<file path="config.mk">
export PLATFORM = sky130hd
export DESIGN_NAME = arcs_routing
export DESIGN_NICKNAME = d
export VERILOG_FILES = /design/src/pkg/arcs_pkg.sv /design/src/hdl/arcs_rate_meter.sv /design/src/hdl/arcs_routing.sv
export SDC_FILE = /design/constraint.sdc
export NUM_CORES = 1
export LEC_CHECK = 0
export BUFFER_PORTS_ARGS = -buffer_cell sky130_fd_sc_hd__buf_2
export CORE_MARGIN = 3
export CORE_UTILIZATION = 35
export CTS_CLUSTER_DIAMETER = 60
export DETAILED_ROUTE_END_ITERATION = 10
export SLEW_MARGIN = 20
export SYNTH_ARGS = -nofsm -noshare
export SYNTH_HDL_FRONTEND = slang
export SYNTH_SLANG_ARGS = --single-unit
</file>
<file path="constraint.sdc">
create_clock -name core_clk_i -period 7.39 [get_ports core_clk_i]
set_clock_uncertainty 0.2 [all_clocks]
set_input_delay 1.478 -clock core_clk_i [delete_from_list [all_inputs] [get_ports core_clk_i]]
set_output_delay 1.478 -clock core_clk_i [all_outputs]
set_load 0.05 [all_outputs]
</file>
<file path="src/pkg/arcs_pkg.sv">
// constants, codes and helpers for the audio routing and clock select block
// assumes one core clock at 50 MHz and a register port decoded upstream

package arcs_pkg;

   // register port geometry
   localparam int REG_AW = 7;
   localparam int REG_DW = 9;
   localparam int REG_NUM = 7;

   // register indices into the file
   localparam int IDX_CLK = 0;
   localparam int IDX_PCFG3 = 1;
   localparam int IDX_PCFG4 = 2;
   localparam int IDX_SCFG2 = 3;
   localparam int IDX_DACC1 = 4;
   localparam int IDX_ADCC1 = 5;
   localparam int IDX_SPTX0 = 6;

   // register addresses, in index order
   localparam logic [REG_AW-1:0] REG_ADDR [REG_NUM] = '{
      7'h08, 7'h0C, 7'h0D, 7'h0E, 7'h0F, 7'h1D, 7'h1E};

   // reset values, in index order
   localparam logic [REG_DW-1:0] REG_RESET [REG_NUM] = '{
      9'h010, 9'h1A4, 9'h080, 9'h000, 9'h000, 9'h040, 9'h000};

   // field positions
   localparam int SRC_LSB = 7;
   localparam int CLKSEL_LSB = 0;
   localparam int RX2DAC_BIT = 8;
   localparam int HPD_BIT = 4;
   localparam int OSR_BIT = 3;
   localparam int MUTEL_BIT = 0;
   localparam int MUTER_BIT = 1;
   localparam int MUTEALL_BIT = 2;
   localparam int SPDIF_TX_SOURCE_SEL_LSB = 0;
   localparam int THROUGH_BIT = 3;
   localparam int PINSEL_LSB = 0;
   localparam int PINSEL_STEP = 2;

   // data source codes shared by all source fields
   localparam logic [1:0] SRC_SPDIF = 2'h0;
   localparam logic [1:0] SRC_ADC = 2'h1;
   localparam logic [1:0] SRC_SECONDARY = 2'h2;
   localparam logic [1:0] SRC_PRIMARY = 2'h3;

   // dac clock source codes
   localparam logic [1:0] CLK_MCLK = 2'h0;
   localparam logic [1:0] CLK_PLLA = 2'h1;
   localparam logic [1:0] CLK_PLLB = 2'h2;

   // ratio codes, 128fs up to 1152fs
   localparam logic [2:0] RATIO_128 = 3'h0;
   localparam logic [2:0] RATIO_192 = 3'h1;
   localparam int RATIO_NUM = 7;
   localparam longint RATIO_FS [RATIO_NUM] = '{
      128, 192, 256, 384, 512, 768, 1152};

   // core clock and frame period counter
   localparam longint CORE_CLK_HZ = 50_000_000;
   localparam int PERIOD_W = 16;
   localparam logic [PERIOD_W-1:0] PERIOD_MAX = 16'hFFFF;
   localparam logic [PERIOD_W-1:0] PERIOD_ONE = 16'h0001;

   // adc oversampling rate, one-hot
   typedef enum logic [2:0] {
      ARCS_OSR_128 = 3'b001,
      ARCS_OSR_64 = 3'b010,
      ARCS_OSR_32 = 3'b100
   } arcs_osr_t;

   // dac rate reference frame clock, one-hot
   typedef enum logic [2:0] {
      ARCS_REF_PRIMARY = 3'b001,
      ARCS_REF_SECONDARY = 3'b010,
      ARCS_REF_SUBFRAME = 3'b100
   } arcs_ref_t;

   // frame period in core cycles halfway between ratio i and i+1
   function automatic logic [PERIOD_W-1:0] arcs_threshold(
      input longint mclk_hz, input int i);
      longint t;
      t = ((RATIO_FS[i] + RATIO_FS[i+1]) * CORE_CLK_HZ) / (2 * mclk_hz);
      if (t > longint'(PERIOD_MAX))
      begin
         t = longint'(PERIOD_MAX);
      end
      return t[PERIOD_W-1:0];
   endfunction : arcs_threshold

endpackage : arcs_pkg

</file>
<file path="src/hdl/arcs_rate_meter.sv">
// measures the reference frame period and picks the dac clock ratio
// assumes the frame clock input is already synchronised to core_clk_i
`timescale 1ns/100ps

module arcs_rate_meter #(
   parameter longint MCLK_PIN_HZ = 12_288_000,
   parameter longint PLL_A_HZ = 12_288_000,
   parameter longint PLL_B_HZ = 11_289_600
) (
   input wire logic core_clk_i,
   input wire logic reset_n_i,
   input wire logic frame_clk_i,
   input wire logic [1:0] clk_source_i,
   output logic [2:0] rate_code_o
);
   import arcs_pkg::*;

   logic frame_q;
   logic [PERIOD_W-1:0] count_q, count_d;
   logic [PERIOD_W-1:0] period_q;
   logic [RATIO_NUM-2:0] above;
   logic [2:0] rate_code_d;
   wire frame_rise = frame_clk_i & ~frame_q;

   // saturating count keeps a stopped frame clock from wrapping
   assign count_d = (count_q == PERIOD_MAX) ? count_q : count_q + PERIOD_ONE;

   // period between frame clock rising edges
   always_ff @(posedge core_clk_i or negedge reset_n_i)
   begin
      if (!reset_n_i)
      begin
         frame_q <= 1'b0;
         count_q <= '0;
         period_q <= '0;
      end
      else
      begin
         frame_q <= frame_clk_i;
         count_q <= frame_rise ? PERIOD_ONE : count_d;
         if (frame_rise)
            period_q <= count_q;
      end
   end

   // one comparator per boundary between neighbouring ratios
   generate
      for (genvar i = 0; i < RATIO_NUM - 1; i++)
      begin : g_bound
         localparam logic [PERIOD_W-1:0] THR_M =
            arcs_threshold(MCLK_PIN_HZ, i);
         localparam logic [PERIOD_W-1:0] THR_A = arcs_threshold(PLL_A_HZ, i);
         localparam logic [PERIOD_W-1:0] THR_B = arcs_threshold(PLL_B_HZ, i);
         wire [PERIOD_W-1:0] thr =
            (clk_source_i == CLK_PLLA) ? THR_A :
            (clk_source_i == CLK_PLLB) ? THR_B : THR_M;
         assign above[i] = period_q > thr;
      end
   endgenerate

   // count of boundaries passed is the ratio code
   always_comb
   begin
      rate_code_d = RATIO_128;
      for (int i = 0; i < RATIO_NUM - 1; i++)
         rate_code_d = rate_code_d + {2'h0, above[i]};
   end

   always_ff @(posedge core_clk_i or negedge reset_n_i)
   begin
      if (!reset_n_i)
         rate_code_o <= RATIO_128;
      else
         rate_code_o <= rate_code_d;
   end

endmodule : arcs_rate_meter

</file>
<file path="src/hdl/arcs_routing.sv">
// register file, data routing, adc controls and dac clock selection
// assumes the register port is decoded upstream on core_clk_i, pins are
// asynchronous, and the converters and transmitters sit on core_clk_i
`timescale 1ns/100ps

module arcs_routing #(
   parameter longint MCLK_PIN_HZ = 12_288_000,
   parameter longint PLL_A_HZ = 12_288_000,
   parameter longint PLL_B_HZ = 11_289_600
) (
   input wire logic core_clk_i,
   input wire logic reset_n_i,
   // register port
   input wire logic reg_wr_i,
   input wire logic reg_rd_i,
   input wire logic [arcs_pkg::REG_AW-1:0] reg_addr_i,
   input wire logic [arcs_pkg::REG_DW-1:0] reg_wdata_i,
   output logic [arcs_pkg::REG_DW-1:0] reg_rdata_o,
   // serial data pins and internal streams
   input wire logic [2:0] dac_serial_inputs_i,
   input wire logic spdif_rx_data_i,
   input wire logic secondary_rx_data_i,
   input wire logic adc_data_i,
   input wire logic spdif_tx_stream_i,
   input wire logic spdif_in_mux_i,
   // frame clocks and adc clock ratio
   input wire logic primary_rx_frame_clock_i,
   input wire logic secondary_frame_clock_i,
   input wire logic spdif_subframe_clock_i,
   input wire logic [2:0] adc_clock_ratio_i,
   // routed data
   output logic [2:0] dac_data_o,
   output logic primary_tx_data_o,
   output logic secondary_tx_data_o,
   output logic spdif_tx_data_o,
   output logic spdif_out_pin_o,
   // adc controls
   output logic adc_highpass_bypass_o,
   output arcs_pkg::arcs_osr_t adc_osr_o,
   output logic adc_left_mute_o,
   output logic adc_right_mute_o,
   // dac clocking
   output logic [1:0] dac_clk_source_o,
   output logic dac23_power_down_o,
   output arcs_pkg::arcs_ref_t dac_rate_ref_o,
   output logic [2:0] dac_rate_code_o
);
   import arcs_pkg::*;

   // pins and foreign frame clocks that pass the two-flop chain
   localparam int SYNC_W = 7;
   // pin select code that carries silence instead of a pin
   localparam logic [1:0] PIN_SILENT = 2'h3;

   // storage, read path and synchroniser chains
   logic [REG_DW-1:0] regs_q [REG_NUM];
   logic [REG_NUM-1:0] hit;
   logic [REG_DW-1:0] rdata_d;
   logic [SYNC_W-1:0] sync1_q, sync2_q;

   // register file, one process per register
   // writes to unmapped addresses match no entry and change nothing

   generate
      for (genvar i = 0; i < REG_NUM; i++)
      begin : g_reg
         assign hit[i] = reg_addr_i == REG_ADDR[i];
         always_ff @(posedge core_clk_i or negedge reset_n_i)
         begin
            if (!reset_n_i)
               regs_q[i] <= REG_RESET[i];
            else if (reg_wr_i && hit[i])
               regs_q[i] <= reg_wdata_i;
         end
      end
   endgenerate

   // read mux; unmapped addresses read as zero
   always_comb
   begin
      rdata_d = '0;
      for (int i = 0; i < REG_NUM; i++)
         if (hit[i])
            rdata_d = regs_q[i];
   end

   // read data holds until the next read
   // a read and a write of one address in one cycle give the old value
   always_ff @(posedge core_clk_i or negedge reset_n_i)
   begin
      if (!reset_n_i)
         reg_rdata_o <= '0;
      else if (reg_rd_i)
         reg_rdata_o <= rdata_d;
   end

   // field decode
   // bits 5:0 of the dac1 source register hold the three pin selects
   wire [1:0] dac1_source_sel = regs_q[IDX_PCFG3][SRC_LSB +: 2];
   wire [1:0] primary_tx_source_sel = regs_q[IDX_PCFG4][SRC_LSB +: 2];
   wire [1:0] secondary_tx_source_sel = regs_q[IDX_SCFG2][SRC_LSB +: 2];
   wire [1:0] spdif_tx_source_sel = regs_q[IDX_SPTX0][SPDIF_TX_SOURCE_SEL_LSB +: 2];
   wire spdif_through = regs_q[IDX_SPTX0][THROUGH_BIT];
   wire [1:0] dac_clksel_field = regs_q[IDX_CLK][CLKSEL_LSB +: 2];
   wire receiver_to_dac_mode = regs_q[IDX_DACC1][RX2DAC_BIT];
   wire [REG_DW-1:0] adc_ctl = regs_q[IDX_ADCC1];

   // pins and foreign clocks pass two flops before any logic

   wire [SYNC_W-1:0] sync_in = {spdif_in_mux_i, spdif_subframe_clock_i,
      secondary_frame_clock_i, primary_rx_frame_clock_i,
      dac_serial_inputs_i};

   always_ff @(posedge core_clk_i or negedge reset_n_i)
   begin
      if (!reset_n_i)
      begin
         sync1_q <= '0;
         sync2_q <= '0;
      end
      else
      begin
         sync1_q <= sync_in;
         sync2_q <= sync1_q;
      end
   end

   wire [2:0] pin_s = sync2_q[2:0];
   wire prim_frame_s = sync2_q[3];
   wire sec_frame_s = sync2_q[4];
   wire subframe_s = sync2_q[5];
   wire spdif_in_s = sync2_q[6];

   // primary receiver steering: each dac picks one of three pins;
   // the spare select code carries silence
   logic [2:0] prim_data;
   generate
      for (genvar d = 0; d < 3; d++)
      begin : g_steer
         wire [1:0] pin_sel =
            regs_q[IDX_PCFG3][PINSEL_LSB + PINSEL_STEP * d +: 2];
         assign prim_data[d] = (pin_sel == PIN_SILENT) ? 1'b0 :
            pin_s[pin_sel];
      end
   endgenerate

   // dac1 routing; adc code is undefined there and carries zero
   wire dac1_d = (dac1_source_sel == SRC_SPDIF) ? spdif_rx_data_i :
      (dac1_source_sel == SRC_SECONDARY) ? secondary_rx_data_i :
      (dac1_source_sel == SRC_PRIMARY) ? prim_data[0] : 1'b0;

   // receiver mode matters only while dac1 takes spdif data
   wire spdif_to_dac1 = dac1_source_sel == SRC_SPDIF;
   wire power_down_d = spdif_to_dac1 && !receiver_to_dac_mode;

   // dacs 2 and 3 see only primary data, silent while powered down
   // forced silence keeps a powered-down dac from holding stale data
   wire dac2_d = power_down_d ? 1'b0 : prim_data[1];
   wire dac3_d = power_down_d ? 1'b0 : prim_data[2];

   // transmitter sources; the dac1 pin is the primary receiver stream
   // undefined codes give silence rather than a stale stream
   wire ptx_d = (primary_tx_source_sel == SRC_SPDIF) ? spdif_rx_data_i :
      (primary_tx_source_sel == SRC_ADC) ? adc_data_i :
      (primary_tx_source_sel == SRC_SECONDARY) ? secondary_rx_data_i :
      1'b0;
   wire stx_d = (secondary_tx_source_sel == SRC_SPDIF) ? spdif_rx_data_i :
      (secondary_tx_source_sel == SRC_ADC) ? adc_data_i :
      (secondary_tx_source_sel == SRC_PRIMARY) ? prim_data[0] :
      1'b0;
   wire sptx_d = (spdif_tx_source_sel == SRC_SPDIF) ? spdif_rx_data_i :
      (spdif_tx_source_sel == SRC_ADC) ? adc_data_i :
      (spdif_tx_source_sel == SRC_SECONDARY) ? secondary_rx_data_i :
      prim_data[0];

   // through mode bypasses the transmitter for the output pin
   // the synchronised input lags the transmitter path by two cycles
   wire spdif_pin_d = spdif_through ? spdif_in_s :
      spdif_tx_stream_i;

   // dac streams leave through one register stage, bit 0 is dac1
   always_ff @(posedge core_clk_i or negedge reset_n_i)
   begin
      if (!reset_n_i)
         dac_data_o <= '0;
      else
         dac_data_o <= {dac3_d, dac2_d, dac1_d};
   end

   // primary transmitter stream
   always_ff @(posedge core_clk_i or negedge reset_n_i)
   begin
      if (!reset_n_i)
         primary_tx_data_o <= 1'b0;
      else
         primary_tx_data_o <= ptx_d;
   end

   // secondary transmitter stream
   always_ff @(posedge core_clk_i or negedge reset_n_i)
   begin
      if (!reset_n_i)
         secondary_tx_data_o <= 1'b0;
      else
         secondary_tx_data_o <= stx_d;
   end

   // spdif transmitter stream
   always_ff @(posedge core_clk_i or negedge reset_n_i)
   begin
      if (!reset_n_i)
         spdif_tx_data_o <= 1'b0;
      else
         spdif_tx_data_o <= sptx_d;
   end

   // spdif output pin
   always_ff @(posedge core_clk_i or negedge reset_n_i)
   begin
      if (!reset_n_i)
         spdif_out_pin_o <= 1'b0;
      else
         spdif_out_pin_o <= spdif_pin_d;
   end

   // adc controls

   // low master clock ratios already run at the lower base rate
   wire adc_low_ratio = (adc_clock_ratio_i == RATIO_128) ||
      (adc_clock_ratio_i == RATIO_192);
   // the halve bit is not forced at high rates; software must set it
   wire adc_halve = adc_ctl[OSR_BIT];
   arcs_osr_t osr_d;
   assign osr_d = adc_low_ratio ? (adc_halve ? ARCS_OSR_32 : ARCS_OSR_64) :
      (adc_halve ? ARCS_OSR_64 : ARCS_OSR_128);

   // the both-channels bit overrides the per-channel bits
   wire left_mute_d = adc_ctl[MUTEL_BIT] | adc_ctl[MUTEALL_BIT];
   wire right_mute_d = adc_ctl[MUTER_BIT] | adc_ctl[MUTEALL_BIT];

   // high-pass filter bypass level
   always_ff @(posedge core_clk_i or negedge reset_n_i)
   begin
      if (!reset_n_i)
         adc_highpass_bypass_o <= 1'b0;
      else
         adc_highpass_bypass_o <= adc_ctl[HPD_BIT];
   end

   // oversampling rate, one-hot
   always_ff @(posedge core_clk_i or negedge reset_n_i)
   begin
      if (!reset_n_i)
         adc_osr_o <= ARCS_OSR_128;
      else
         adc_osr_o <= osr_d;
   end

   // left channel mute
   always_ff @(posedge core_clk_i or negedge reset_n_i)
   begin
      if (!reset_n_i)
         adc_left_mute_o <= 1'b0;
      else
         adc_left_mute_o <= left_mute_d;
   end

   // right channel mute
   always_ff @(posedge core_clk_i or negedge reset_n_i)
   begin
      if (!reset_n_i)
         adc_right_mute_o <= 1'b0;
      else
         adc_right_mute_o <= right_mute_d;
   end

   // dac clock selection

   // spdif to dac1 forces pll a; code 3 is a second mclk code
   // only a code is produced; glitch-free switching sits downstream
   wire [1:0] clk_src_d = spdif_to_dac1 ? CLK_PLLA :
      (dac_clksel_field == CLK_PLLA) ? CLK_PLLA :
      (dac_clksel_field == CLK_PLLB) ? CLK_PLLB : CLK_MCLK;

   // the rate reference follows whatever feeds dac1
   // receiver mode moves the reference back to the primary frame clock
   arcs_ref_t ref_d;
   assign ref_d = power_down_d ? ARCS_REF_SUBFRAME :
      (dac1_source_sel == SRC_SECONDARY) ? ARCS_REF_SECONDARY :
      ARCS_REF_PRIMARY;

   // dac clock source code
   always_ff @(posedge core_clk_i or negedge reset_n_i)
   begin
      if (!reset_n_i)
         dac_clk_source_o <= CLK_MCLK;
      else
         dac_clk_source_o <= clk_src_d;
   end

   // dacs 2 and 3 power down level
   always_ff @(posedge core_clk_i or negedge reset_n_i)
   begin
      if (!reset_n_i)
         dac23_power_down_o <= 1'b0;
      else
         dac23_power_down_o <= power_down_d;
   end

   // rate reference select, one-hot
   always_ff @(posedge core_clk_i or negedge reset_n_i)
   begin
      if (!reset_n_i)
         dac_rate_ref_o <= ARCS_REF_PRIMARY;
      else
         dac_rate_ref_o <= ref_d;
   end

   // frame clock chosen by the registered reference; a switch costs up to two
   // bad periods, which the meter overwrites by the second new frame edge
   logic ref_frame;
   always_comb
   begin
      unique case (dac_rate_ref_o)
         ARCS_REF_PRIMARY: ref_frame = prim_frame_s;
         ARCS_REF_SECONDARY: ref_frame = sec_frame_s;
         ARCS_REF_SUBFRAME: ref_frame = subframe_s;
         default: ref_frame = prim_frame_s;
      endcase
   end

   // ratio meter on the chosen reference frame clock
   arcs_rate_meter #(
      .MCLK_PIN_HZ(MCLK_PIN_HZ),
      .PLL_A_HZ(PLL_A_HZ),
      .PLL_B_HZ(PLL_B_HZ)
   ) u_rate_meter (
      .core_clk_i(core_clk_i),
      .reset_n_i(reset_n_i),
      .frame_clk_i(ref_frame),
      .clk_source_i(dac_clk_source_o),
      .rate_code_o(dac_rate_code_o)
   );

endmodule : arcs_routing

</file>
# Word level (Yosys, flattened, before mapping)
# Index checks and enable logic that the tools add are counted.
# totals
regBits,141
inputBits,34
# op_classes
n_addsub,6
order_cmp,9
n_reduce_logical,15
eq_ne,27
n_bitwise,4
muxes,54
# op_table
operator,count
$mux W16,8
$gt A16 B16 Y1,6
$mux W9,8
$eq A7 B4 Y1 const B,5
$mux W1,21
$eq A2 B2 Y1 const B,10
$add A16 B1 Y16 const B,1
$eq A16 B16 Y1 const B,1
$mux W8,2
$eq A7 B5 Y1 const B,2
$mux W7,2
$mux W13,1
$add A3 B1 Y3,4
$eq A2 B1 Y1 const B,5
$mux W2,5
$lt A2 B3 Y1 const B,3
$mux W3,3
$logic_and A1 B1 Y1,8
$logic_not A2 Y1,4
$bmux W1 S2,3
$eq A3 B1 Y1 const B,1
$eq A3 B2 Y1 const B,1
$eq A3 B3 Y1 const B,1
$logic_not A3 Y1,1
8 further kinds,9

# Depth between registers and ports, before layout
# Gate-level depths: netlist of the first run.
# depth
word_depth,9
mapped_depth,15

# Modules after synthesis
# Synthesis of the first run repeated with hierarchy kept, for this count alone.
# hier_totals
hier_cells,604
hier_area_um2,7036.7
# modules_own_cells
mod,instances,cells_per_inst,seq_area_each_um2,area_per_inst_um2
arcs_routing,1,365,2613.8,4684.5
arcs_rate_meter,1,239,900.9,2352.3

# Worst setup path before layout of the first run
# OpenSTA, ideal clock, no wires.
# synth_timing
path_type,reg-to-reg
start,register dac_clk_source_o[1]
end,register u_rate_meter.rate_code_o[1]
slack_ns,2.939
path_stages_with_launch,16
required_ns,7.054
n_path_buf,1
synth_period_minus_slack_ns,4.451
setup_time_ns,0.136
t_arrival_ns,4.116
cell_sequence,dfrtp_1 > nor2b_1 > buf_6 > inv_1 > ha_1 > inv_1 > a2bb2oi_1 > o21ba_2 > o2111a_1 > o311ai_0 > ha_1 > fa_1 > inv_1 > fa_1 > inv_1 > fa_1
# synth_via
elab_chain_cells,9
# synth_rtl
element,line,source
start: declaration,arcs_routing.sv:43,"output logic [1:0] dac_clk_source_o,"
start signal: assignment,arcs_routing.sv:298,dac_clk_source_o <= clk_src_d;
$eq A2 B2 Y1,arcs_rate_meter.sv:56,(clk_source_i == CLK_PLLB) ? THR_B : THR_M;
$mux W7,arcs_rate_meter.sv:56,
$mux W16,arcs_rate_meter.sv:55,(clk_source_i == CLK_PLLA) ? THR_A :
$gt A16 B16 Y1,arcs_rate_meter.sv:57,assign above[i] = period_q > thr;
$add A1 B1 Y2,arcs_rate_meter.sv:66,"rate_code_d = rate_code_d + {2'h0, above[i]};"
$add A3 B1 Y3 (3 in a row),arcs_rate_meter.sv:66,
$add A3 B1 Y3 *,arcs_rate_meter.sv:66,
net u_rate_meter.rate_code_d[1],arcs_rate_meter.sv:22,logic [2:0] rate_code_d;
end signal: assignment,arcs_rate_meter.sv:74,rate_code_o <= rate_code_d;
end: declaration,arcs_rate_meter.sv:14,output logic [2:0] rate_code_o
# The timed path passes the listed nets; every way through them passes the cells marked *.
# A chain may end at the register's enable or synchronous reset.

# Final worst setup path of the first run
# layout_timing
start,register dac_clk_source_o[0]
end,register u_rate_meter.rate_code_o[1]
# Same word-level chain as after synthesis.

==> reports/qor.csv, run 1 <==
stage,metric,value,unit
detailed_routing,DR pass1 iterations,4,
sta,"Slew Viols, Final",0,
sta,worst slew pin tran,852,ps
sta,crit path time final,5140,ps
detailed_routing,Routed WL,15.3,mm
yosys,Post-synth EDFFs,0,
cells_and_area,Final Util,0.417,
floorplan,Rows,50,
yosys,fraction of registers with async set/reset,1.00,
clocking,CTS sink count,140,
clocking,Clock Latency Late Sink,410,ps
worst_hold_path,Worst Hold Depth,0,
yosys,Post-Syn Area,6770,sq um
power,total leakage power,3.58,nW
global_route,Total GRT Usage,0.149,
power,VDD IR max,0.157,mV
floorplan,overall die width,145,um
place,Placed Cells,883,
worst_setup_path,"Req. time, crit path",7470,ps
floorplan,Core Box Area,18800,sq um
global_route,largest net degree at the start of global routing,74,
worst_setup_path,CP endpoint kind,flop,
place,Place WS,2220,ps
yosys,Cells after Synth,579,
yosys,Mapped Nets,630,
detailed_routing,Via density,5.30,
place,routability-driven placement congestion ratio,0.838,
sta,Hold Fails Final Rpt,0,
run,# Max-Cap Violations,0,
worst_hold_path,Worst Hold Class,flop to flop,
cells_and_area,Layout Nets,693,
clocking,setup repair bufs after CTS,0,
floorplan,die height,145,um
sta,unrepaired setup endpoints after global routing,false,
yosys,Most used DFF post-synth,dfrtp_1,
detailed_routing,drt wl/cell,16.8,um
cells_and_area,Area growth syn-to-layout,16.0,%
clocking,CTS HTree Levels,4,
place,PortBufs,63,
power,total power draw,2.03,mW
global_route,grt total ovfl,0,
outcome,status,"finished, final reports clean",
detailed_routing,1st-iter DRT viols,272,
clocking,CTS Buf Count,17,
sta,final setup fails,0,
global_route,first-pass GRT wire length,25.7,mm
cells_and_area,ANT cells,0,
cells_and_area,most frequent cells in the layout,"131 x dfrtp_1, 80 x mux2_2, 62 x buf_2",
global_route,initial antenna violation count,0,
yosys,Cell variety after synth,75,
yosys,register area share after synthesis,0.519,
clocking,hold buffer count at CTS,0,
clocking,CTS-repair resized insts,0,
yosys,Syn Area/Cell,11.7,sq um
floorplan,Initial Util,0.360,
detailed_routing,antenna-violating nets left,0,
floorplan,Die ar.,21100,sq um
worst_setup_path,crit path kind,flop to flop,
sta,Slew HR,0.432,
cells_and_area,layout cells sized above 1,0.318,
worst_setup_path,Arrival @ worst endpoint,5220,ps
cells_and_area,"commonest non-fill, non-tap cell in the layout",dfrtp_1,
clocking,Clock transition at path regs,60,ps
worst_setup_path,highest fanout seen on the critical path,14,
sta,final worst-path cycle share,0.695,
place,dpl hpwl,11.2,mm
detailed_routing,drc violations,0,
worst_setup_path,worst-case reg-to-reg path depth,14,
worst_setup_path,Critical Path Source Type,flop,
clocking,Root Driver,clkbuf_16,
clocking,CTS tree,done,
global_route,number of global-route vias before repair,4912,
sta,Fmax,195,MHz
yosys,synth warn,0,
clocking,Longest Clk Path Bufs,2,
power,pwr dens,259,nW/um^2
yosys,Synth Register Bits,140,
sta,Setup TNS Final,0,ps
detailed_routing,via count,4851,
floorplan,io pins,65,
sta,Setup WS post-layout,2250,ps
cells_and_area,final non-filler cell total,915,
## final timing paths
| path | start | endpoint | slack [ps] |
|---|---|---|---|
| hold reg to reg | sync1_q[3] | sync2_q[3] | 140 |
| setup / recovery | dac_clk_source_o[0] | u_rate_meter.rate_code_o[1] | 2250 |
| setup reg to reg | dac_clk_source_o[0] | u_rate_meter.rate_code_o[1] | 2250 |
| hold / removal | sync1_q[3] | sync2_q[3] | 140 |
| min in group asynchronous | reset_n_i | u_rate_meter.period_q[1] | 870 |
| max in group asynchronous | reset_n_i | spdif_tx_data_o | 4800 |
## area by class of cell
type | instances | area, sq um
Multi-Input combinational cell | 398 | 3060
Fill cell | 1779 | 11000
Clock inverter | 13 | 93.8
Timing Repair Buffer | 65 | 337
Clock buffer | 19 | 443
Inverter | 20 | 75.1
Sequential cell | 140 | 3510
Tap cell | 260 | 325
## critical path, cell delays in order (launching register included)
cell      delay [ps]
dfrtp_1          410
nor2b_1          590
inv_1            440
ha_1             630
nor2b_1           80
o21ai_0          270
o311ai_0         200
a221oi_1         270
o41ai_1          110
ha_1             310
fa_1             540
inv_1             50
fa_1             410
inv_1             80
fa_1             410
## sequential cells by signal, summed over array words and instances (netlist names), 2 cells and up
| signal | flops |
|---|---|
| dac_clk_source_o | 2 |
| u_rate_meter.count_q | 16 |
| dac_rate_ref_o | 2 |
| g_steer.pin_sel | 6 |
| dac_clksel_field | 2 |
| sync2_q | 7 |
| dac_data_o | 3 |
| adc_osr_o | 3 |
| u_rate_meter.period_q | 16 |
| reg_rdata_o | 9 |
| regs_q | 41 |
| adc_ctl | 9 |
| primary_tx_source_sel | 2 |
| u_rate_meter.rate_code_o | 3 |
| sync1_q | 7 |
| dac1_source_sel | 2 |
## kinds of logic after synthesis
logic type | share of synthesized area
and+or+nand+nor | 0.125
muxes | 0.157
xor gates and xnor gates | 0.0168
DFF | 0.519
adders and majority gates | 0.0347
AOI/OAI and AO/OA | 0.118
buffers and inverters | 0.0288
## per-stage QoR
stage	hold slack, ps	cell area, sq um
global route	160	7850
detailed placement	137	7320
floorplan	131	6770
finish	142	7850
global placement	136	7320
CTS	143	7850
## synthesized netlist by cell type (all sizes together), types with 3 or more instances
master	number	area, sq um
a2111oi	3	51.3
a21oi	36	184
a31oi	12	75.1
buf	12	66.3
clkbuf	9	53.8
dfrtp	131	3280
dfstp	9	236
fa	3	60.1
ha	14	175
inv	20	75.1
mux2	80	901
mux2i	14	140
nand2	36	135
nand3	19	110
nand4	9	71.3
nand4b	3	26.3
nor2	41	156
nor2b	9	56.3
nor3	6	41.3
nor3b	5	42.5
o211ai	4	30.0
o21ai	19	95.1
o22ai	20	125
or2	3	18.8
xnor2	5	43.8
xor2	8	70.1
## power by group
part,switching [mW],internal (mW),total [mW]
Combinational,0.213,0.136,0.350
Clock,0.332,0.438,0.770
Sequential,0.0716,0.843,0.915
Total,0.617,1.42,2.03
## per-layer routing
metal,routed length (um),GRT usage
met1,6750,0.192
met2,7640,0.253
met3,760,0.0375
met4,184,0.0385
met5,0,0
Note: power is estimated with default switching activity, not from simulation.
==> run 2, diff against run 1 <==
- clock period: 7.39 -> 4.45 ns (I/O delays scaled with it)
==> reports/qor.csv, run 2 (synthesized netlist as in run 1, its figures left out) <==
stage,metric,value,unit,change
floorplan,Rows,50,,unchanged
cells_and_area,Filler cells,1754,,was 1779
cells_and_area,Biggest register,regs_q,,unchanged
worst_setup_path,Critical Path Source Type,flop,,unchanged
floorplan,die height,145,um,unchanged
place,dpl hpwl,11.4,mm,was 11.2 mm
power,pwr dens,448,nW/um^2,was 259 nW/um^2
worst_setup_path,highest fanout seen on the critical path,8,,was 14
clocking,CTS sink count,140,,unchanged
place,routability-driven placement congestion ratio,0.827,,was 0.838
power,P_int,2.55,mW,was 1.42 mW
power,total leakage power,3.65,nW,was 3.58 nW
sta,Hold Fails Final Rpt,0,,unchanged
power,Sw Pwr,1.03,mW,was 0.617 mW
sta,final setup fails,0,,unchanged
global_route,met1 Use GR,0.201,,was 0.192
worst_setup_path,Worst path top cell family by delay,adder cells,,unchanged
clocking,Root Driver,clkbuf_16,,unchanged
cells_and_area,most frequent cells in the layout,"130 x dfrtp_1, 80 x mux2_2, 62 x buf_2",,"was 131 x dfrtp_1, 80 x mux2_2, 62 x buf_2"
global_route,first-pass GRT wire length,26.5,mm,was 25.7 mm
cells_and_area,sequential cell area,3520,sq um,was 3510 sq um
place,Post-DP Area,7370,sq um,was 7320 sq um
detailed_routing,Routed WL,15.6,mm,was 15.3 mm
worst_setup_path,CP endpoint kind,flop,,unchanged
global_route,grt met2 use,0.251,,was 0.253
sta,Fmax,239,MHz,was 195 MHz
clocking,CTS tree,done,,unchanged
clocking,hold buffer count at CTS,0,,unchanged
worst_setup_path,crit path kind,flop to flop,,unchanged
power,Flop pwr share,0.425,,was 0.450
detailed_routing,drc violations,0,,unchanged
global_route,largest net degree at the start of global routing,90,,was 74
cells_and_area,layout cells sized above 1,0.326,,was 0.318
detailed_routing,via count,4806,,was 4851
place,PortBufs,63,,unchanged
power,Sw Share,0.288,,was 0.303
outcome,status,"finished, final reports clean",,unchanged
detailed_routing,antenna-violating nets left,0,,unchanged
global_route,most crowded layer after global routing,met2,,unchanged
global_route,Total GRT Usage,0.153,,was 0.149
cells_and_area,ANT cells,0,,unchanged
floorplan,overall die width,145,um,unchanged
worst_setup_path,Worst Path Buf+Inv,4,,was 3
sta,Setup TNS Final,0,ps,unchanged
worst_setup_path,"Cell Chain, Critical Path",nor2b_1 > inv_1 > buf_4 > ha_1 > nand2_1 > or4_1 > nor3b_1 > a2111oi_0 > a221o_1 > fa_1 > inv_1 > fa_1 > inv_1 > fa_1,,was nor2b_1 > inv_1 > ha_1 > nor2b_1 > o21ai_0 > o311ai_0 > a221oi_1 > o41ai_1 > ha_1 > fa_1 > inv_1 > fa_1 > inv_1 > fa_1
sta,worst slew pin tran,835,ps,was 852 ps
global_route,M3 GR Usage,0.0406,,was 0.0375
cells_and_area,largest registers,"regs_q: 41 flops, u_rate_meter.count_q: 16 flops, u_rate_meter.period_q: 16 flops",,unchanged
sta,crit path time final,4190,ps,was 5140 ps
detailed_routing,1st-iter DRT viols,245,,was 272
place,Placed Cells,890,,was 883
cells_and_area,number of flip-flops in the largest register,41,,unchanged
run,# Max-Cap Violations,0,,unchanged
clocking,CTS HTree Levels,4,,unchanged
cells_and_area,area occupied by multi-input gates,3070,sq um,was 3060 sq um
cells_and_area,"Design Area, Final",7990,sq um,was 7850 sq um
detailed_routing,DR pass1 iterations,4,,unchanged
worst_setup_path,"Req. time, crit path",4530,ps,was 7470 ps
cells_and_area,final non-filler cell total,922,,was 915
detailed_routing,drt wl/cell,17.0,um,was 16.8 um
sta,final worst-path cycle share,0.941,,was 0.695
worst_setup_path,critical path's slowest cell,fa_1,,was ha_1
clocking,CTS Buf Count,17,,unchanged
worst_hold_path,Worst Hold Class,flop to flop,,unchanged
worst_setup_path,Arrival @ worst endpoint,4270,ps,was 5220 ps
global_route,number of global-route vias before repair,5049,,was 4912
sta,unrepaired setup endpoints after global routing,false,,unchanged
cells_and_area,"commonest non-fill, non-tap cell in the layout",dfrtp_1,,unchanged
power,combinational power share,0.166,,was 0.172
cells_and_area,Area growth syn-to-layout,18.0,%,was 16.0%
clocking,Clock transition at path regs,60,ps,about the same
floorplan,Die ar.,21100,sq um,unchanged
sta,"Slew Viols, Final",0,,unchanged
detailed_routing,Via density,5.21,,was 5.30
clocking,Clock Latency Late Sink,410,ps,about the same
global_route,initial antenna violation count,0,,unchanged
clocking,Longest Clk Path Bufs,2,,unchanged
global_route,grt total ovfl,0,,unchanged
power,VDD IR max,0.267,mV,was 0.157 mV
floorplan,Initial Util,0.360,,unchanged
power,clock share of power,0.410,,was 0.378
sta,Slew HR,0.443,,was 0.432
worst_setup_path,highest cell delay on the worst timing path,480,ps,was 630 ps
cells_and_area,Layout Nets,700,,was 693
floorplan,io pins,65,,unchanged
cells_and_area,Final Util,0.424,,was 0.417
floorplan,Core Box Area,18800,sq um,unchanged
[run 2: cell count changes in the layout (fill, tap and decap cells not counted)]
| cell | before | now |
|---|---|---|
| dfrtp_2 | 0 | 1 |
| clkinvlp_4 | 4 | 3 |
| clkinv_2 | 4 | 1 |
| nor2_2 | 2 | 1 |
| buf_4 | 2 | 9 |
| nor2_4 | 0 | 1 |
| o311ai_0 | 2 | 1 |
| dfrtp_1 | 131 | 130 |
| clkbuf_8 | 1 | 2 |
| bufinv_16 | 0 | 3 |
| o311ai_1 | 0 | 1 |
[run 2: worst paths after layout]
path / start / depth (start not counted) / end / slack (ps)
worst min register to register: sync1_q[5] / 0 / sync2_q[5] / 150
max in group asynchronous: reset_n_i / 2 / g_steer[1].pin_sel[0] / 2730
worst max register to register: dac_clk_source_o[0] / 14 / u_rate_meter.rate_code_o[1] / 260
worst min-delay path: sync1_q[5] / 0 / sync2_q[5] / 150
worst max-delay path: dac_clk_source_o[0] / 14 / u_rate_meter.rate_code_o[1] / 260
min in group asynchronous: reset_n_i / 1 / u_rate_meter.count_q[4] / 320
[run 2: layer usage]
layer | part of all wire | vias to the layer above
li1 | - | 2279
met1 | 0.45 | 2407
met2 | 0.49 | 101
met3 | 0.044 | 19
met4 | 0.016 | 0
met5 | 0 | -
[run 2: layout make-up]
class,instances,area share
multi-input combinational,398,0.384
clock buffer,20,0.0571
inverter,20,0.00939
timing repair buffer,72,0.0487
tap,260,0.0407
sequential,140,0.440
clock inverter,12,0.0202
[run 2: what timing repair did]
action | in CTS | in global routing
setup buffers | 0 | 0
setup endpoints to repair | 0 | 1
hold endpoints to repair | 0 | 0
resized for setup | 0 | 1
[run 2: power by group through the flow]
stage / Clock (mW) / Combinational [mW] / Sequential (mW)
final: 1.47 / 0.593 / 1.52
after global placement: 0 / 0.581 / 1.54
after CTS: 1.50 / 0.596 / 1.52
after floorplan: 0 / 0.355 / 1.59
after detailed placement: 0 / 0.594 / 1.54
after global routing: 1.57 / 0.654 / 1.54
[run 2: stage by stage]
step                      setup slack [ps]  hold slack, ps  power (mW)
after floorplan                       68.9             131        1.94
after global placement                 296             133        2.12
after detailed placement               239             137        2.14
after CTS                              246             150        3.61
after global routing                 0.307             163        3.76
final                                  263             148        3.58
